$ cat src/scdt_map.svh
// How it works
// - master bit clock is clock over 2(div+1)
// - data write goes into transmit buffer
// - master data write starts a transfer
// - data read returns the receive buffer
// - serial clock inverted when polarity is 1
// - slave drives MISO within four clocks
// - slave releases MISO within four clocks
// - slave MISO next bit within four clocks
// - phase 1 slave MISO changes 6-8 clocks
// - receive empty flag set once read; master 1
// - slave samples MOSI at bit centre
`ifndef SCDT_MAP_SVH
`define SCDT_MAP_SVH
// ==========================================
// register map
`define SCDT_DIV_ADDR   8'ha2
`define SCDT_DATA_ADDR  8'ha3
`define SCDT_DIV_RST    8'h00
`define SCDT_DATA_RST   8'h00
// ==========================================
// shift and timing counts
`define SCDT_LAST_BIT   3'd7
`define SCDT_SLH_CYC    3'd6
`endif

$ cat src/scdt_pkg.sv
package scdt_pkg;
  // register port request, one cycle strobes
  typedef struct packed {
    logic [7:0] addr;
    logic       wr;
    logic       rd;
    logic [7:0] wdata;
  } scdt_sfr_req_t;
  // master engine, gray along idle-run
  typedef enum logic [1:0] {
    SCDT_IDLE = 2'b00,
    SCDT_RUN  = 2'b01
  } scdt_state_t;
endpackage : scdt_pkg

$ cat src/scdt_top.sv
`timescale 1ns/1ns
`default_nettype none
`include "scdt_map.svh"

// ==========================================
// transmit fifo
module scdt_fifo #(
  parameter int WIDTH = 8,
  parameter int DEPTH = 32
) (
  // clock and reset
  input  wire logic                       i_core_clk,
  input  wire logic                       i_reset,
  // fill side
  input  wire logic                       i_valid,
  output logic                            o_ready,
  input  wire logic [WIDTH-1:0]           i_data,
  // drain side
  output logic                            o_valid,
  input  wire logic                       i_ready,
  output logic [WIDTH-1:0]                o_data,
  output logic [$clog2(DEPTH):0]          o_count
);
  localparam int AW = $clog2(DEPTH);
  logic [WIDTH-1:0] mem [DEPTH];  // storage
  logic [AW-1:0]    wp;           // write pointer
  logic [AW-1:0]    rp;           // read pointer
  logic             push;
  logic             pop;

  assign o_ready = (o_count != (AW+1)'(DEPTH));
  assign o_valid = (o_count != '0);
  assign o_data  = mem[rp];
  assign push    = i_valid & o_ready;
  assign pop     = o_valid & i_ready;

  // storage has no reset, only pointers matter
  always_ff @(posedge i_core_clk) begin
    if (push) begin
      mem[wp] <= i_data;
    end
  end

  // pointers and occupancy
  always_ff @(posedge i_core_clk) begin
    if (i_reset) begin
      wp      <= '0;
      rp      <= '0;
      o_count <= '0;
    end else begin
      if (push) begin
        wp <= wp + 1'b1;
      end
      if (pop) begin
        rp <= rp + 1'b1;
      end
      o_count <= o_count + (AW+1)'(push) - (AW+1)'(pop);
    end
  end
endmodule : scdt_fifo

// ==========================================
// serial engine with divider and data register
module scdt_top
  import scdt_pkg::*;
#(
  parameter int TX_DEPTH = 32
) (
  // clock and reset
  input  wire logic           i_core_clk,
  input  wire logic           i_reset,
  // register port
  input  wire scdt_sfr_req_t  i_sfr,
  output logic [7:0]          o_sfr_rdata,
  output logic                o_tx_ready,
  // control from the rest of the unit
  input  wire logic           i_spi_enable,
  input  wire logic           i_master_mode,
  input  wire logic           i_clock_polarity_select,
  input  wire logic           i_clock_phase_select,
  // status to the rest of the unit
  output logic                o_byte_done,
  output logic                o_receive_buffer_empty_flag,
  output logic                o_busy,
  // serial pins, enables low while driving
  input  wire logic           i_slave_select_n,
  input  wire logic           i_sck_in,
  output logic                o_sck_out,
  output logic                o_sck_oe_n,
  input  wire logic           i_mosi_in,
  output logic                o_mosi_out,
  output logic                o_mosi_oe_n,
  input  wire logic           i_miso_in,
  output logic                o_miso_out,
  output logic                o_miso_oe_n
);
  logic [7:0]  clock_divider_value;  // divider register
  logic [7:0]  rx_buf;               // receive buffer
  logic        rx_unread;            // unread byte waiting
  scdt_state_t state;                // master engine state
  logic [7:0]  hcnt;                 // half period counter
  logic        sck_ph;               // 0 = idle level
  logic [7:0]  tx_sh;                // outgoing shifter
  logic [7:0]  rx_sh;                // incoming shifter
  logic [2:0]  bits;                 // samples taken in byte
  logic        sck_prev;             // last sampled slave clock
  logic        nss_prev;             // last sampled select
  logic [2:0]  slh_cnt;              // phase 1 reload delay
  logic        miso_drv;             // slave owns MISO
  logic        f_valid;
  logic [7:0]  f_data;
  logic [$clog2(TX_DEPTH):0] f_count;
  logic        slave;
  logic        wr_data;
  logic        rd_data;
  logic        m_edge;
  logic        s_edge;
  logic        edge_ev;
  logic        lead;
  logic        sample_ev;
  logic        shift_ev;
  logic        byte_done;
  logic        start;
  logic        nss_fall;
  logic        slh_fire;
  logic        load;
  logic        pop;

  // ==========================================
  // decode and event terms
  assign slave     = i_spi_enable & ~i_master_mode;
  assign wr_data   = i_sfr.wr & (i_sfr.addr == `SCDT_DATA_ADDR);
  assign rd_data   = i_sfr.rd & (i_sfr.addr == `SCDT_DATA_ADDR);
  assign m_edge    = (state == SCDT_RUN) & (hcnt == clock_divider_value);
  assign s_edge    = slave & ~i_slave_select_n & (i_sck_in != sck_prev);
  assign edge_ev   = i_master_mode ? m_edge : s_edge;
  // leading edge leaves the idle level
  assign lead      = i_master_mode ? ~sck_ph : (sck_prev == i_clock_polarity_select);
  // slave sampling edge sits mid-bit
  assign sample_ev = edge_ev & (lead ^ i_clock_phase_select);
  // shift edge skipped while bits is 0: first one in phase 1 (msb already out), the one after the last sample in phase 0
  assign shift_ev  = edge_ev & ~(lead ^ i_clock_phase_select) & (bits != 3'd0);
  assign byte_done = sample_ev & (bits == `SCDT_LAST_BIT);
  // a write alone starts the master once the fifo shows it
  assign start     = i_spi_enable & i_master_mode & (state == SCDT_IDLE) & f_valid;
  assign nss_fall  = slave & nss_prev & ~i_slave_select_n;
  assign slh_fire  = (slh_cnt == 3'd1);
  assign load      = start | nss_fall | (slave & byte_done & ~i_clock_phase_select) | slh_fire;
  assign pop       = load & f_valid;
  assign o_busy    = (state == SCDT_RUN);
  assign o_byte_done = byte_done;

  // transmit buffer; writes while full are dropped, ready shows room
  scdt_fifo #(
    .WIDTH (8),
    .DEPTH (TX_DEPTH)
  ) u_tx_fifo (
    .i_core_clk (i_core_clk),
    .i_reset    (i_reset),
    .i_valid    (wr_data),
    .o_ready    (o_tx_ready),
    .i_data     (i_sfr.wdata),
    .o_valid    (f_valid),
    .i_ready    (load),
    .o_data     (f_data),
    .o_count    (f_count)
  );

  // ==========================================
  // register port
  always_ff @(posedge i_core_clk) begin
    if (i_reset) begin
      clock_divider_value <= `SCDT_DIV_RST;
    end else if (i_sfr.wr && i_sfr.addr == `SCDT_DIV_ADDR) begin
      clock_divider_value <= i_sfr.wdata;
    end
  end

  // read data registered; unmapped reads give zero
  always_ff @(posedge i_core_clk) begin
    if (i_reset) begin
      o_sfr_rdata <= 8'h00;
    end else if (rd_data) begin
      o_sfr_rdata <= rx_buf;
    end else if (i_sfr.rd && i_sfr.addr == `SCDT_DIV_ADDR) begin
      o_sfr_rdata <= clock_divider_value;
    end else if (i_sfr.rd) begin
      o_sfr_rdata <= 8'h00;
    end
  end

  // receive buffer; a new byte wins over a same-cycle read
  always_ff @(posedge i_core_clk) begin
    if (i_reset) begin
      rx_buf    <= `SCDT_DATA_RST;
      rx_unread <= 1'b0;
    end else if (byte_done) begin
      rx_buf    <= {rx_sh[6:0], i_master_mode ? i_miso_in : i_mosi_in};
      rx_unread <= 1'b1;
    end else if (rd_data) begin
      rx_unread <= 1'b0;
    end
  end
  assign o_receive_buffer_empty_flag = i_master_mode | ~rx_unread;

  // ==========================================
  // master bit clock
  always_ff @(posedge i_core_clk) begin
    if (i_reset) begin
      state  <= SCDT_IDLE;
      hcnt   <= 8'h00;
      sck_ph <= 1'b0;
    end else begin
      case (state)
        SCDT_IDLE: begin
          hcnt   <= 8'h00;
          sck_ph <= 1'b0;
          if (start) begin
            state <= SCDT_RUN;
          end
        end
        SCDT_RUN: begin
          if (m_edge) begin
            // each half period lasts div+1 clocks
            hcnt   <= 8'h00;
            sck_ph <= ~sck_ph;
            // sixteenth edge returns the clock to idle
            if (sck_ph && bits == 3'd0 && !i_clock_phase_select) begin
              state <= SCDT_IDLE;
            end
            if (byte_done && i_clock_phase_select) begin
              state <= SCDT_IDLE;
            end
          end else begin
            hcnt <= hcnt + 8'h01;
          end
          if (!i_spi_enable || !i_master_mode) begin
            state <= SCDT_IDLE;
          end
        end
        default: begin
          state <= SCDT_IDLE;
        end
      endcase
    end
  end

  // ==========================================
  // shift datapath shared by both roles
  always_ff @(posedge i_core_clk) begin
    if (i_reset) begin
      tx_sh <= 8'h00;
      rx_sh <= 8'h00;
      bits  <= 3'd0;
    end else begin
      if (load) begin
        tx_sh <= f_valid ? f_data : 8'h00;
      end else if (shift_ev) begin
        tx_sh <= {tx_sh[6:0], 1'b0};
      end
      if (sample_ev) begin
        rx_sh <= {rx_sh[6:0], i_master_mode ? i_miso_in : i_mosi_in};
        bits  <= bits + 3'd1;
      end else if (slave && i_slave_select_n) begin
        bits <= 3'd0;  // frame over, realign
      end
    end
  end

  // slave pin history, select idles high
  always_ff @(posedge i_core_clk) begin
    if (i_reset) begin
      sck_prev <= 1'b0;
      nss_prev <= 1'b1;
    end else begin
      sck_prev <= i_sck_in;
      nss_prev <= i_slave_select_n;
    end
  end

  // phase 1: hold the last bit, then present next byte
  always_ff @(posedge i_core_clk) begin
    if (i_reset) begin
      slh_cnt <= 3'd0;
    end else if (!slave || i_slave_select_n) begin
      slh_cnt <= 3'd0;
    end else if (byte_done && i_clock_phase_select) begin
      slh_cnt <= `SCDT_SLH_CYC;
    end else if (slh_cnt != 3'd0) begin
      slh_cnt <= slh_cnt - 3'd1;
    end
  end

  // MISO ownership follows select one clock later
  always_ff @(posedge i_core_clk) begin
    if (i_reset) begin
      miso_drv <= 1'b0;
    end else begin
      miso_drv <= slave & ~i_slave_select_n;
    end
  end

  // ==========================================
  // pins
  assign o_sck_out   = i_clock_polarity_select ^ sck_ph;
  assign o_sck_oe_n  = ~(i_spi_enable & i_master_mode);
  assign o_mosi_out  = tx_sh[7];
  assign o_mosi_oe_n = ~(i_spi_enable & i_master_mode);
  assign o_miso_out  = tx_sh[7];
  assign o_miso_oe_n = ~miso_drv;
endmodule : scdt_top
`default_nettype wire

$ cat config.mk
export PLATFORM = sky130hd
export DESIGN_NAME = scdt_top
export DESIGN_NICKNAME = d
export VERILOG_FILES = /design/src/scdt_pkg.sv /design/src/scdt_top.sv
export VERILOG_INCLUDE_DIRS = /design/src
export SDC_FILE = /design/constraint.sdc
export NUM_CORES = 1
export LEC_CHECK = 0
export BUFFER_PORTS_ARGS = -buffer_cell sky130_fd_sc_hd__buf_2
export CAP_MARGIN = 20
export CORE_AREA = 2 2 149 180
export CTS_CLUSTER_SIZE = 10
export DETAILED_ROUTE_END_ITERATION = 12
export DIE_AREA = 0 0 151 182
export PLACE_DENSITY = 0.74
export SKIP_LAST_GASP = 1
export SYNTH_ARGS = -nofsm -noshare
export SYNTH_HDL_FRONTEND = slang
export SYNTH_SLANG_ARGS = --single-unit
$ cat constraint.sdc
create_clock -name i_core_clk -period 2.5 [get_ports i_core_clk]
set_input_delay 0.25 -clock i_core_clk [delete_from_list [all_inputs] [get_ports i_core_clk]]
set_output_delay 0.25 -clock i_core_clk [all_outputs]
set_load 0.05 [all_outputs]
Word-level counts from Yosys, hierarchy flattened
Memory sizes are Yosys's and may differ from the RTL's. A register that Yosys moved wholly into a read port is not among the register bits.
Index checks and enable logic that the tools add are counted.

word-level totals
  flip-flop bits (word level) = 76
  latch bits = 0
  memory bits (writable) = 256
  bits in read-only memories = 0
  bits of input ports = 28
  output and inout bits = 18
  word-level logic and storage cells = 128
  memories = 1

cells by class
  add/sub/neg operators = 7
  $mul = 0
  div/mod/pow operators = 0
  $lt $le $gt $ge = 0
  equality and inequality tests = 13
  shift-type cells = 0
  muxes and demuxes = 29
  bitwise gates (word level) = 33
  reduce and logical (&&, ||, !) cells = 27

memory list
  memory         words  bits a word  read ports  clocked after Yosys merged registers in  write ports  line            RTL
  u_tx_fifo.mem  32     8            1           1                                        1            scdt_top.sv:25  logic [WIDTH-1:0] mem [DEPTH];

operators by type and width
  operator               number
  $mux W8                7
  $and A1 B1 Y1          19
  $eq A8 B8 Y1 const B   2
  $pmux W8 S2            1
  $mux W3                4
  $add A5 B1 Y5 const B  2
  $mux W2                5
  $mux W5                2
  $reduce_bool A2 Y1     5
  $reduce_bool A3 Y1     3
  $add A8 B1 Y8 const B  1
  $eq A8 B8 Y1           1
  $mux W1                8
  $not A1 Y1             8
  $add A6 B1 Y6          1
  $logic_and A1 B1 Y1    6
  $ne A6 B6 Y1 const B   1
  $reduce_bool A6 Y1     1
  $sub A6 B1 Y6          1
  $logic_not A1 Y1       4
  $ne A4 B1 Y1 const B   1
  $or A1 B1 Y1           4
  $pmux W2 S2            1
  $add A3 B1 Y3 const B  1
  other kinds (18)       20

Logic depth before layout (Yosys ltp)
Gate-level depths: netlist of run 1.

  depth after elaboration = 14
  depth in mapped cells = 16

Hierarchy
Synthesis of run 1 repeated with hierarchy kept, for this count alone.

unflattened totals
  cell total of the unflattened synthesis = 924
  area, all modules = 13872.1 µm²

modules (own cells, without submodules)
  module     times used  cells each  area an instance (µm²)  seq. area each (µm²)
  scdt_fifo  1           617         11036.8                 8107.8
  scdt_top   1           307         2835.2                  1181.1

Least setup slack after synthesis of run 1
No wires, ideal clock.

  path type = register to register
  start point = register state[0]
  end point = register u_tx_fifo.o_count[5]
  setup time = 0.128 ns
  arrival = 2.733 ns
  setup slack = -0.360 ns
  cell stages (with the launch flop) = 13
  path buffers = 0
  clock period less this slack = 2.860 ns
  cells stage by stage = dfxtp_1 > and3b_1 > a221oi_4 > o311ai_4 > nand3_1 > o21ai_0 > ha_1 > a21o_1 > a21oi_1 > o21bai_1 > a21oi_1 > xnor2_1 > nor2_1

between the ends
  word-level cells in the longest chain between the ends = 11
  elaborated cells between the ends (all ways) = 15
  classes of those cells = add/sub (1); eq/ne (1); mux (1); bitwise (11); reduce/logical (1)

ends and longest elaborated chain
  element                        line             RTL
  from (decl)                    scdt_top.sv:100  scdt_state_t state;
  from (signal assigned)         scdt_top.sv:210  state <= SCDT_IDLE;
  from (signal assigned)         scdt_top.sv:219  state <= SCDT_RUN;
  from (signal assigned)         scdt_top.sv:229  state <= SCDT_IDLE;
  $eq A2 B1 Y1                   scdt_top.sv:134  assign m_edge = (state == SCDT_RUN) & (hcnt == clock_divider_value);
  $and A1 B1 Y1                  scdt_top.sv:134
  $mux W1                        scdt_top.sv:136  assign edge_ev = i_master_mode ? m_edge : s_edge;
  $and A1 B1 Y1                  scdt_top.sv:140  assign sample_ev = edge_ev & (lead ^ i_clock_phase_select);
  $and A1 B1 Y1                  scdt_top.sv:143  assign byte_done = sample_ev & (bits == `SCDT_LAST_BIT);
  $and A1 B1 Y1 (2 in a row)     scdt_top.sv:148  assign load = start | nss_fall | (slave & byte_done & ~i_clock_phase_select) | slh_fire;
  $or A1 B1 Y1 (*) (2 in a row)  scdt_top.sv:148
  $and A1 B1 Y1 (*)              scdt_top.sv:35   assign pop = o_valid & i_ready;
  $sub A6 B1 Y6 (*)              scdt_top.sv:57   o_count <= o_count + (AW+1)'(push) - (AW+1)'(pop);
  to (signal assigned)           scdt_top.sv:57
  to (decl)                      scdt_top.sv:22   output logic [$clog2(DEPTH):0] o_count

Mark *: on every way between the ends. The rest lies on a longest branch, timed or not.
A chain may end at the register's enable or synchronous reset.

Worst setup path in the final report of run 1
  start point = register u_tx_fifo.o_count[2]
  end point = register u_tx_fifo.o_count[5]

between the ends
  word-level cells in the longest chain between the ends = 7
  elaborated cells between the ends (all ways) = 10
  classes of those cells = add/sub (2); eq/ne (1); bitwise (6); reduce/logical (1)

ends and longest elaborated chain
  element                                                line
  branches (longest 6 deep; another with $add A6 B1 Y6)  n/a
  $sub A6 B1 Y6 (*)                                      scdt_top.sv:57

Every way passes the cells marked *.

==> results of run 1 <==
==> sequential cells by signal, summed over array words and instances, names as in the netlist, 3 cells and up, named ones only <==
signal               flops
slh_cnt                  3
u_tx_fifo.o_count        6
clock_divider_value      8
rx_buf                   8
u_tx_fifo.mem          256
rx_sh                    7
u_tx_fifo.wp             5
u_tx_fifo.rp             5
bits                     3
o_sfr_rdata              8
hcnt                     8
tx_sh                    8
==> repair_timing <==
| item | CTS | global route |
|---|---|---|
| hold buffers | 1 | 0 |
| setup buffers | 3 | 5 |
| endpoints found under the setup margin | 3 | 3 |
| hold endpoints to repair | 1 | 0 |
| gates resized for setup | 3 | 15 |
| pin swaps | 4 | 16 |
==> cell families (layout without fill, tap and decap cells) <==
| logic type | Yosys count | after routing | synth area share, % |
|---|---|---|---|
| compound gates | 113 | 113 | 5.75 |
| flops | 336 | 336 | 66.4 |
| fa+ha+maj | 20 | 20 | 1.84 |
| simple gates | 245 | 245 | 8.70 |
| mux | 137 | 137 | 12.7 |
| buf+inv | 72 | 256 | 2.66 |
| xor+xnor | 28 | 28 | 1.97 |
==> per-layer routing <==
metal | up-vias | GRT usage, % | wire length (um)
met5 | - | 0 | 0
met4 | 0 | 7.85 | 956
met3 | 66 | 2.99 | 1380
met2 | 234 | 37.1 | 14900
met1 | 4043 | 28.4 | 12100
li1 | 3902 | - | -
==> Yosys cell counts, types with 6 or more instances <==
library cell / count / area, sq um
sky130_fd_sc_hd__nand2_1: 49 / 184
sky130_fd_sc_hd__clkbuf_1: 21 / 78.8
sky130_fd_sc_hd__o21ai_0: 13 / 65.1
sky130_fd_sc_hd__buf_1: 6 / 22.5
sky130_fd_sc_hd__mux4_2: 18 / 405
sky130_fd_sc_hd__ha_1: 19 / 238
sky130_fd_sc_hd__a211oi_1: 9 / 67.6
sky130_fd_sc_hd__inv_1: 22 / 82.6
sky130_fd_sc_hd__xor2_1: 13 / 114
sky130_fd_sc_hd__xnor2_1: 11 / 96.3
sky130_fd_sc_hd__nor2_1: 95 / 357
sky130_fd_sc_hd__dfxtp_1: 80 / 1600
sky130_fd_sc_hd__mux2i_1: 106 / 1060
sky130_fd_sc_hd__mux4_1: 11 / 289
sky130_fd_sc_hd__nor2b_1: 10 / 62.6
sky130_fd_sc_hd__a21oi_1: 34 / 170
sky130_fd_sc_hd__a22oi_1: 37 / 278
sky130_fd_sc_hd__nand4_1: 10 / 62.6
sky130_fd_sc_hd__edfxtp_1: 256 / 7690
sky130_fd_sc_hd__nand3_1: 34 / 170
sky130_fd_sc_hd__buf_4: 12 / 90.1
sky130_fd_sc_hd__buf_2: 6 / 30.0
==> critical path, delay by kind of cell (launching register included) <==
family	cells	cell delay, ns
AO/OA/AOI/OAI	6	0.91
flip-flops	1	0.32
XOR/XNOR	1	0.12
AND/OR/NAND/NOR	3	0.28
adder cells (fa/ha/maj)	2	0.33
buffers and inverters	3	0.33
==> cell type report <==
type,instances,area share [%]
clock buffer,66,6.50
clock inverter,2,0.0831
inverter,22,0.499
multi-input combinational,543,27.0
sequential,336,56.2
tap,335,2.53
timing repair buffer,166,7.22
==> power by group through the flow <==
stage	combinational (mW)	clock [mW]	sequential, mW
5_1_grt	1.57	5.25	6.13
3_3_place_gp	1.34	0	6.23
3_5_place_dp	1.36	0	6.24
6_report	1.44	4.94	6.12
2_1_floorplan	0.901	0	6.26
4_1_cts	1.39	5.02	6.12
==> placed cells by master (no fill, tap or decap), drive strengths merged, types with 2 or more instances in the layout <==
cell	count
a211oi	9
a21oi	34
a221oi	3
a22oi	37
a31oi	2
and2	2
and3	5
buf	164
clkbuf	67
dfxtp	80
edfxtp	256
ha	19
inv	23
mux2	2
mux2i	106
mux4	29
nand2	52
nand2b	4
nand3	36
nand3b	2
nand4	12
nor2	95
nor2b	10
nor3	5
nor3b	4
o21ai	15
o32ai	5
or2	5
or3	5
or3b	2
xnor2	15
xor2	13
==> path summary, 6_finish.rpt <==
check                                           from                   end  slack [ns]  cells past startpoint
worst max-delay path            u_tx_fifo.o_count[2]  u_tx_fifo.o_count[5]        0.08                     15
worst min-delay path                    i_spi_enable              state[0]        0.05                      3
worst max register to register  u_tx_fifo.o_count[2]  u_tx_fifo.o_count[5]        0.08                     15
worst min register to register             rx_unread             rx_unread        0.46                      2
==> results.md, run 1 <==
- Source-to-sink clock delay at the later pin of the worst-skew pair: roughly 0.52 ns
- Critical-path cell list: inv_2, ha_4, nand4bb_4, a221oi_4, buf_6, o311ai_4, nand3_2, buf_6, ha_4, a21o_1, a21oi_2, o21bai_1, a21oi_2, xnor2_1, nor2_1
- Chip Width: 151 um
- TritonCTS clock tree: yes
- Clock tree root buffer cell: sky130_fd_sc_hd__clkbuf_16
- Final standard cell area without fillers: 16,600 sq um
- Post-Layout Cell Count: 1,470
- Chip height: between 150 and 200 um
- Routed wire length: 29.4 mm
- Via count of the first global-routing pass: ~8k
- Global route total overflow: 0
- Placed Cells: ~1.4k
- Relative contribution of combinational cells to total power: between 10% and 20%
- Dominant synthesized flop cell: sky130_fd_sc_hd__edfxtp_1
- Final worst hold slack: just over 0.05 ns
- Count of clock tree sinks: approximately 340
- Switching power: 2.83 mW
- Total area of sequential cells: 9310 sq um
- Total number of H-tree levels: 2
- Total power after layout: 12.5 mW
- Seq pwr share: around 49%
- Placement Rows: 65
- Floorplan Core Area: 25,900 sq um
- Largest net degree at the start of global routing: 35
- Slew HR: 38.2%
- Power density over the cells: approximately 750 nW/um^2
- Total DRC errors in the routed layout: 0
- Via density per instance: roughly 5.6
- Number of iterations in the first detailed-routing pass: 5
- Switching part of the total: ~23%
- Number of synthesized flops with an enable pin: ~260
- Max FO, Critical Path: 4
- Netlist cell types: 67
- Max cap viols: 0
- Final HPWL DP: 19.5 mm
- Cell type of the slowest stage on the worst timing path: sky130_fd_sc_hd__dfxtp_2
- Max-slew violation total from the final report: 0
- Average wire length per cell after detail routing: ~20 um
- Worst-case setup slack after placement: -0.0941 ns
- Layout cell share with drive strength beyond 1: between 20% and 30%
- CP required: about 2.9 ns
- Ys async rst share: 0%
- CTS Buf Count: 39
- Count of vias placed by the detailed router: 8,245
- Layout Area Growth over Synthesis: 18.4%
- Clock period minus final worst setup slack: ~2.4 ns
- Worst hold-check path type: in2reg
- Number of nets at the end of the flow: between 1k and 1.5k
- Worst-path clk slew: ~0.05 ns
- Synthesized Nets: 999
- Count of buffers from port buffering: between 40 and 50
- Iteration-0 DRC Markers: between 500 and 600
- Maximum clock frequency: between 400 and 500 MHz
- Setup repair after global routing missed its margin: yes
- Cell area after synthesis: between 10,000 and 15,000 sq um
- Result of the run: completed
- Slew at the pin closest to its max-slew limit: approximately 0.93 ns
- Worst stage delay on the critical path: 0.32 ns
- Placed Area: about 15,000 sq um
- Post-Syn Instances: roughly 950
- Effective utilization at floorplan: 54.1%
- Kind of launch point of the worst setup path: register
- Crit path DAT: 2.80 ns
- Internal power contribution: 9.67 mW
- Number of antenna violations at the first check in global routing: 0
- Layout filler cell count: between 1.5k and 2k
- Share of total power in the clock network: between 30 and 40%
- Area taken by multi-input logic gates: around 4500 sq um
- Final clock period utilization by the worst path: 96.8%
- Residual antenna-violating net count after detailed routing: 0
- Antenna diode instance count: 0
- Worst clock skew: around 0.019 ns
- Type of element capturing the critical path: register
- Clock Tree Buf Depth: 3
- Post-route worst setup slack: ~0.08 ns
- Global-route wire length before repair: ~45 mm
- Routability-driven placement congestion ratio: roughly 0.87
- TNS Setup: 0 ns
- Yosys Warn Count: 0
- Final-report setup violation count: 0
- Avg Inst Size Synth: about 15 sq um
- Peak supply drop: approximately 450 uV
- Utilization of the core after routing: 64.0%
- Hold Vio Cnt, Final: 0
- Setup Crit Path Kind: reg2reg
- Seq/Total Area, Yosys: about 66%
- Global routing usage summed across all routing layers: 21.7%
- Count of state elements after synthesis: 336
- Leak Pwr: between 5 and 6 nW
- Die Footprint: 27,500 sq um
- Top-Level Pins: 46
Note: power is estimated with default switching activity, not from simulation.
==> inputs of run 2 (changes only) <==
--- a/config.mk
+++ b/config.mk
@@ -12,7 +12,7 @@
 export CTS_CLUSTER_SIZE = 10
 export DETAILED_ROUTE_END_ITERATION = 12
 export DIE_AREA = 0 0 151 182
-export PLACE_DENSITY = 0.74
+export PLACE_DENSITY_LB_ADDON = 0.3
 export SKIP_LAST_GASP = 1
 export SYNTH_ARGS = -nofsm -noshare
 export SYNTH_HDL_FRONTEND = slang
==> run 2 against run 1 <==
The flow now finishes with violations (setup timing). Clock skew down 0.0065 ns. Critical path depth unchanged. Non-clock buffer count up 1. Power up 1.2%. Global-route usage up 0.37 points. Count of clock-buffer cells in the layout up 2. Combinational power about the same. Cell count about the same. Register-to-register slack worse by 0.09 ns. Final area up 0.52%. Maximum frequency down 3.5%. Hold slack better by 0.016 ns.
==> results.md, run 2 (synthesis results as in run 1) <==
- Result of the run: finished with violations (was completed)
- Violations in the final reports: setup timing
- Count of clock tree sinks: 336 (unchanged)
- Leak Pwr: 5.74 nW (was 5.69 nW)
- Met3 usage in global routing: 3.72% (was 2.99%)
- Iteration-0 DRC Markers: 649 (was 559)
- Count of vias placed by the detailed router: 8,284 (was 8,245)
- Terminus of the critical flop-to-flop path: u_tx_fifo.o_count[5] (unchanged)
- Number of nets at the end of the flow: 1,157 (was 1,156)
- Critical-path cell list: inv_2, ha_4, nand4bb_4, a221oi_4, buf_6, o311ai_4, nand3_2, buf_4, ha_1, a21o_1, a21oi_2, o21bai_1, a21oi_1, xnor2_1, nor2_1 (was inv_2, ha_4, nand4bb_4, a221oi_4, buf_6, o311ai_4, nand3_2, buf_6, ha_4, a21o_1, a21oi_2, o21bai_1, a21oi_2, xnor2_1, nor2_1)
- Worst hold-check path type: in2reg (unchanged)
- Sink of the worst hold path: state[0] (unchanged)
- Total number of H-tree levels: 2 (unchanged)
- Most Used Layer, Global Route: met2 (unchanged)
- Number of antenna violations at the first check in global routing: 0 (unchanged)
- Peak supply drop: 536 uV (was 450 uV)
- Routed wire length: 29.7 mm (was 29.4 mm)
- Leading cell type in the layout, fill and taps excluded: sky130_fd_sc_hd__edfxtp_1 (unchanged)
- Max FO, Critical Path: 3 (was 4)
- Largest register FFs: 256 (unchanged)
- Global route total overflow: 0 (unchanged)
- CTS Buf Count: 39 (unchanged)
- Number of cells on the worst reg-to-reg path: 15 (unchanged)
- Type of element capturing the critical path: register (unchanged)
- Layout filler cell count: 1,833 (was 1,873)
- Max cap viols: 0 (unchanged)
- Floorplan Core Area: 25,900 sq um (unchanged)
- Crit Reg-Reg Startpoint: u_tx_fifo.o_count[3] (was u_tx_fifo.o_count[2])
- CP required: 2.88 ns (about the same)
- Count of buffers from port buffering: 45 (unchanged)
- Buffers & Inverters on Critical Path: 3 (unchanged)
- Final-report setup violation count: 1 (was 0)
- Area taken by multi-input logic gates: 4470 sq um (about the same)
- Final standard cell area without fillers: 16,700 sq um (was 16,600 sq um)
- Crit path DAT: 2.89 ns (was 2.80 ns)
- Setup repair after global routing missed its margin: yes (unchanged)
- Final HPWL DP: 19.6 mm (was 19.5 mm)
- Die Footprint: 27,500 sq um (unchanged)
- Worst-path clk slew: 0.06 ns (was 0.05 ns)
- Clock tree root buffer cell: sky130_fd_sc_hd__clkbuf_16 (unchanged)
- Number of cells traversed by the worst hold path: 3 (unchanged)
- Largest net degree at the start of global routing: 43 (was 35)
- Effective utilization at floorplan: 54.1% (unchanged)
- Total DRC errors in the routed layout: 0 (unchanged)
- Final clock period utilization by the worst path: 100% (was 96.8%)
- Utilization of the core after routing: 64.4% (was 64.0%)
- Number of iterations in the first detailed-routing pass: 5 (unchanged)
- Clock period minus final worst setup slack: 2.51 ns (was 2.42 ns)
- Cell type group with the largest total delay on the critical path: compound AO/OA/AOI/OAI gates (unchanged)
- M1 GR Usage: 28.2% (was 28.4%)
- Internal reg-to-reg setup slack: -0.007 ns (was 0.08 ns)
- Via density per instance: 5.63 (was 5.61)
- Max-slew violation total from the final report: 0 (unchanged)
- Post-route worst setup slack: -0.00694 ns (was 0.0804 ns)
- Global-route wire length before repair: 46.2 mm (was 45.5 mm)
- Kind of launch point of the worst setup path: register (unchanged)
- Setup Crit Path Kind: reg2reg (unchanged)
- Maximum clock frequency: 399 MHz (was 413 MHz)
- Residual antenna-violating net count after detailed routing: 0 (unchanged)
- Global routing usage summed across all routing layers: 22.1% (was 21.7%)
- Slew at the pin closest to its max-slew limit: 1.11 ns (was 0.925 ns)
- Relative contribution of combinational cells to total power: 11.4% (was 11.5%)
- Chip height: 182 um (unchanged)
- Switching power: 2.83 mW (about the same)
- Total area of sequential cells: 9300 sq um (was 9310 sq um)
- Slew HR: 26.1% (was 38.2%)
- Cell type of the slowest stage on the worst timing path: sky130_fd_sc_hd__dfxtp_2 (unchanged)
- Placement Rows: 65 (unchanged)
- Average wire length per cell after detail routing: 20.2 um (was 20.0 um)
- Antenna diode instance count: 0 (unchanged)
- Layout cell share with drive strength beyond 1: 24.9% (about the same)
- Share of total power in the clock network: 40.2% (was 39.5%)
- Startpoint of the lowest-slack hold path: i_spi_enable (unchanged)
- TNS Setup: -0.00694 ns (was 0 ns)
- Seq pwr share: 48.4% (was 49.0%)
- Power density over the cells: 760 nW/um^2 (was 755 nW/um^2)
- TritonCTS clock tree: yes (unchanged)
- Hold Vio Cnt, Final: 0 (unchanged)
- Layout Area Growth over Synthesis: 19.0% (was 18.4%)
- Source-to-sink clock delay at the later pin of the worst-skew pair: 0.51 ns (was 0.52 ns)
- Worst clock skew: 0.0121 ns (was 0.0185 ns)
- Via count of the first global-routing pass: 8,418 (was 8,172)
- Internal power contribution: 9.82 mW (was 9.67 mW)
- Switching part of the total: 22.4% (was 22.6%)
- Top library cells by usage in the layout, fill and taps aside: sky130_fd_sc_hd__edfxtp_1, sky130_fd_sc_hd__buf_4, sky130_fd_sc_hd__mux2i_1 (unchanged)
- GR Layer Usage met2: 38.0% (was 37.1%)
- Clock Tree Buf Depth: 3 (unchanged)
- Placed Area: 15,400 sq um (was 15,300 sq um)
- Routability-driven placement congestion ratio: 0.855 (was 0.866)
- Top-Level Pins: 46 (unchanged)
- Register name with the most flops: u_tx_fifo.mem (unchanged)
- Worst stage delay on the critical path: 0.32 ns (about the same)
- Chip Width: 151 um (unchanged)
-- run 2: changes by cell type in the layout (fill, tap and decap cells not counted), sizes merged --
cell    delta
buf        +2
clkbuf     +1
clkinv     -1
inv        -1
-- run 2: final cells by class --
| type | instances | area share, % |
|---|---|---|
| clock buffer | 68 | 6.83 |
| tap | 335 | 2.52 |
| inverter | 22 | 0.496 |
| multi-input combinational | 543 | 26.9 |
| sequential | 336 | 55.9 |
| timing repair buffer | 167 | 7.42 |
-- run 2: per-stage QoR --
stage	hold WS (ns)	cells	total power, mW	worst slack [ns]
2_1_floorplan	0.349	951	7.16	-0.0685
3_3_place_gp	0.450	1393	7.58	-0.0411
3_5_place_dp	0.455	1393	7.60	-0.0862
4_1_cts	0.0476	1467	12.7	0.00722
5_1_grt	0.0820	1471	13.1	-0.171
6_report	0.0661	1471	12.6	-0.00694
-- run 2: power by group through the flow --
| stage | Clock [mW] | Combinational [mW] | Sequential [mW] |
|---|---|---|---|
| after floorplan | 0 | 0.901 | 6.26 |
| after detailed placement | 0 | 1.37 | 6.24 |
| final | 5.09 | 1.44 | 6.12 |
| after global placement | 0 | 1.35 | 6.23 |
| after global routing | 5.40 | 1.58 | 6.13 |
| after CTS | 5.17 | 1.40 | 6.12 |
-- run 2: how the worst max path moves through the flow --
| stage | start | endpoint | slack (ns) | cells past startpoint |
|---|---|---|---|---|
| floorplan | u_tx_fifo.o_count[4] | u_tx_fifo.o_count[4] | -0.07 | 16 |
| global placement | u_tx_fifo.o_count[3] | u_tx_fifo.o_count[4] | -0.04 | 17 |
| detailed placement | u_tx_fifo.o_count[3] | u_tx_fifo.o_count[5] | -0.09 | 15 |
| CTS | clock_divider_value[5] | u_tx_fifo.o_count[4] | 0.007 | 14 |
| global route | u_tx_fifo.o_count[3] | u_tx_fifo.o_count[4] | -0.17 | 16 |
| finish | u_tx_fifo.o_count[3] | u_tx_fifo.o_count[5] | -0.007 | 15 |
-- run 2: routing by layer --
metal / wire length (um) / up-vias
li1: - / 3909
met1: 12200 / 4061
met2: 14900 / 246
met3: 1640 / 68
met4: 982 / 0
met5: 0 / -
-- run 2: repair_timing --
action,CTS,global route
setup endpoints to repair,3,3
setup buffers,5,4
endpoints found under the hold margin,1,0
pin swaps,10,13
gates resized for setup,2,12
gates cloned,0,0
hold buffers,1,0
-- run 2: worst min-delay path, cell delays in order --
cell and delay [ns]:
sky130_fd_sc_hd__buf_2 0.11, sky130_fd_sc_hd__nand2_1 0.10, sky130_fd_sc_hd__nor2_1 0.06
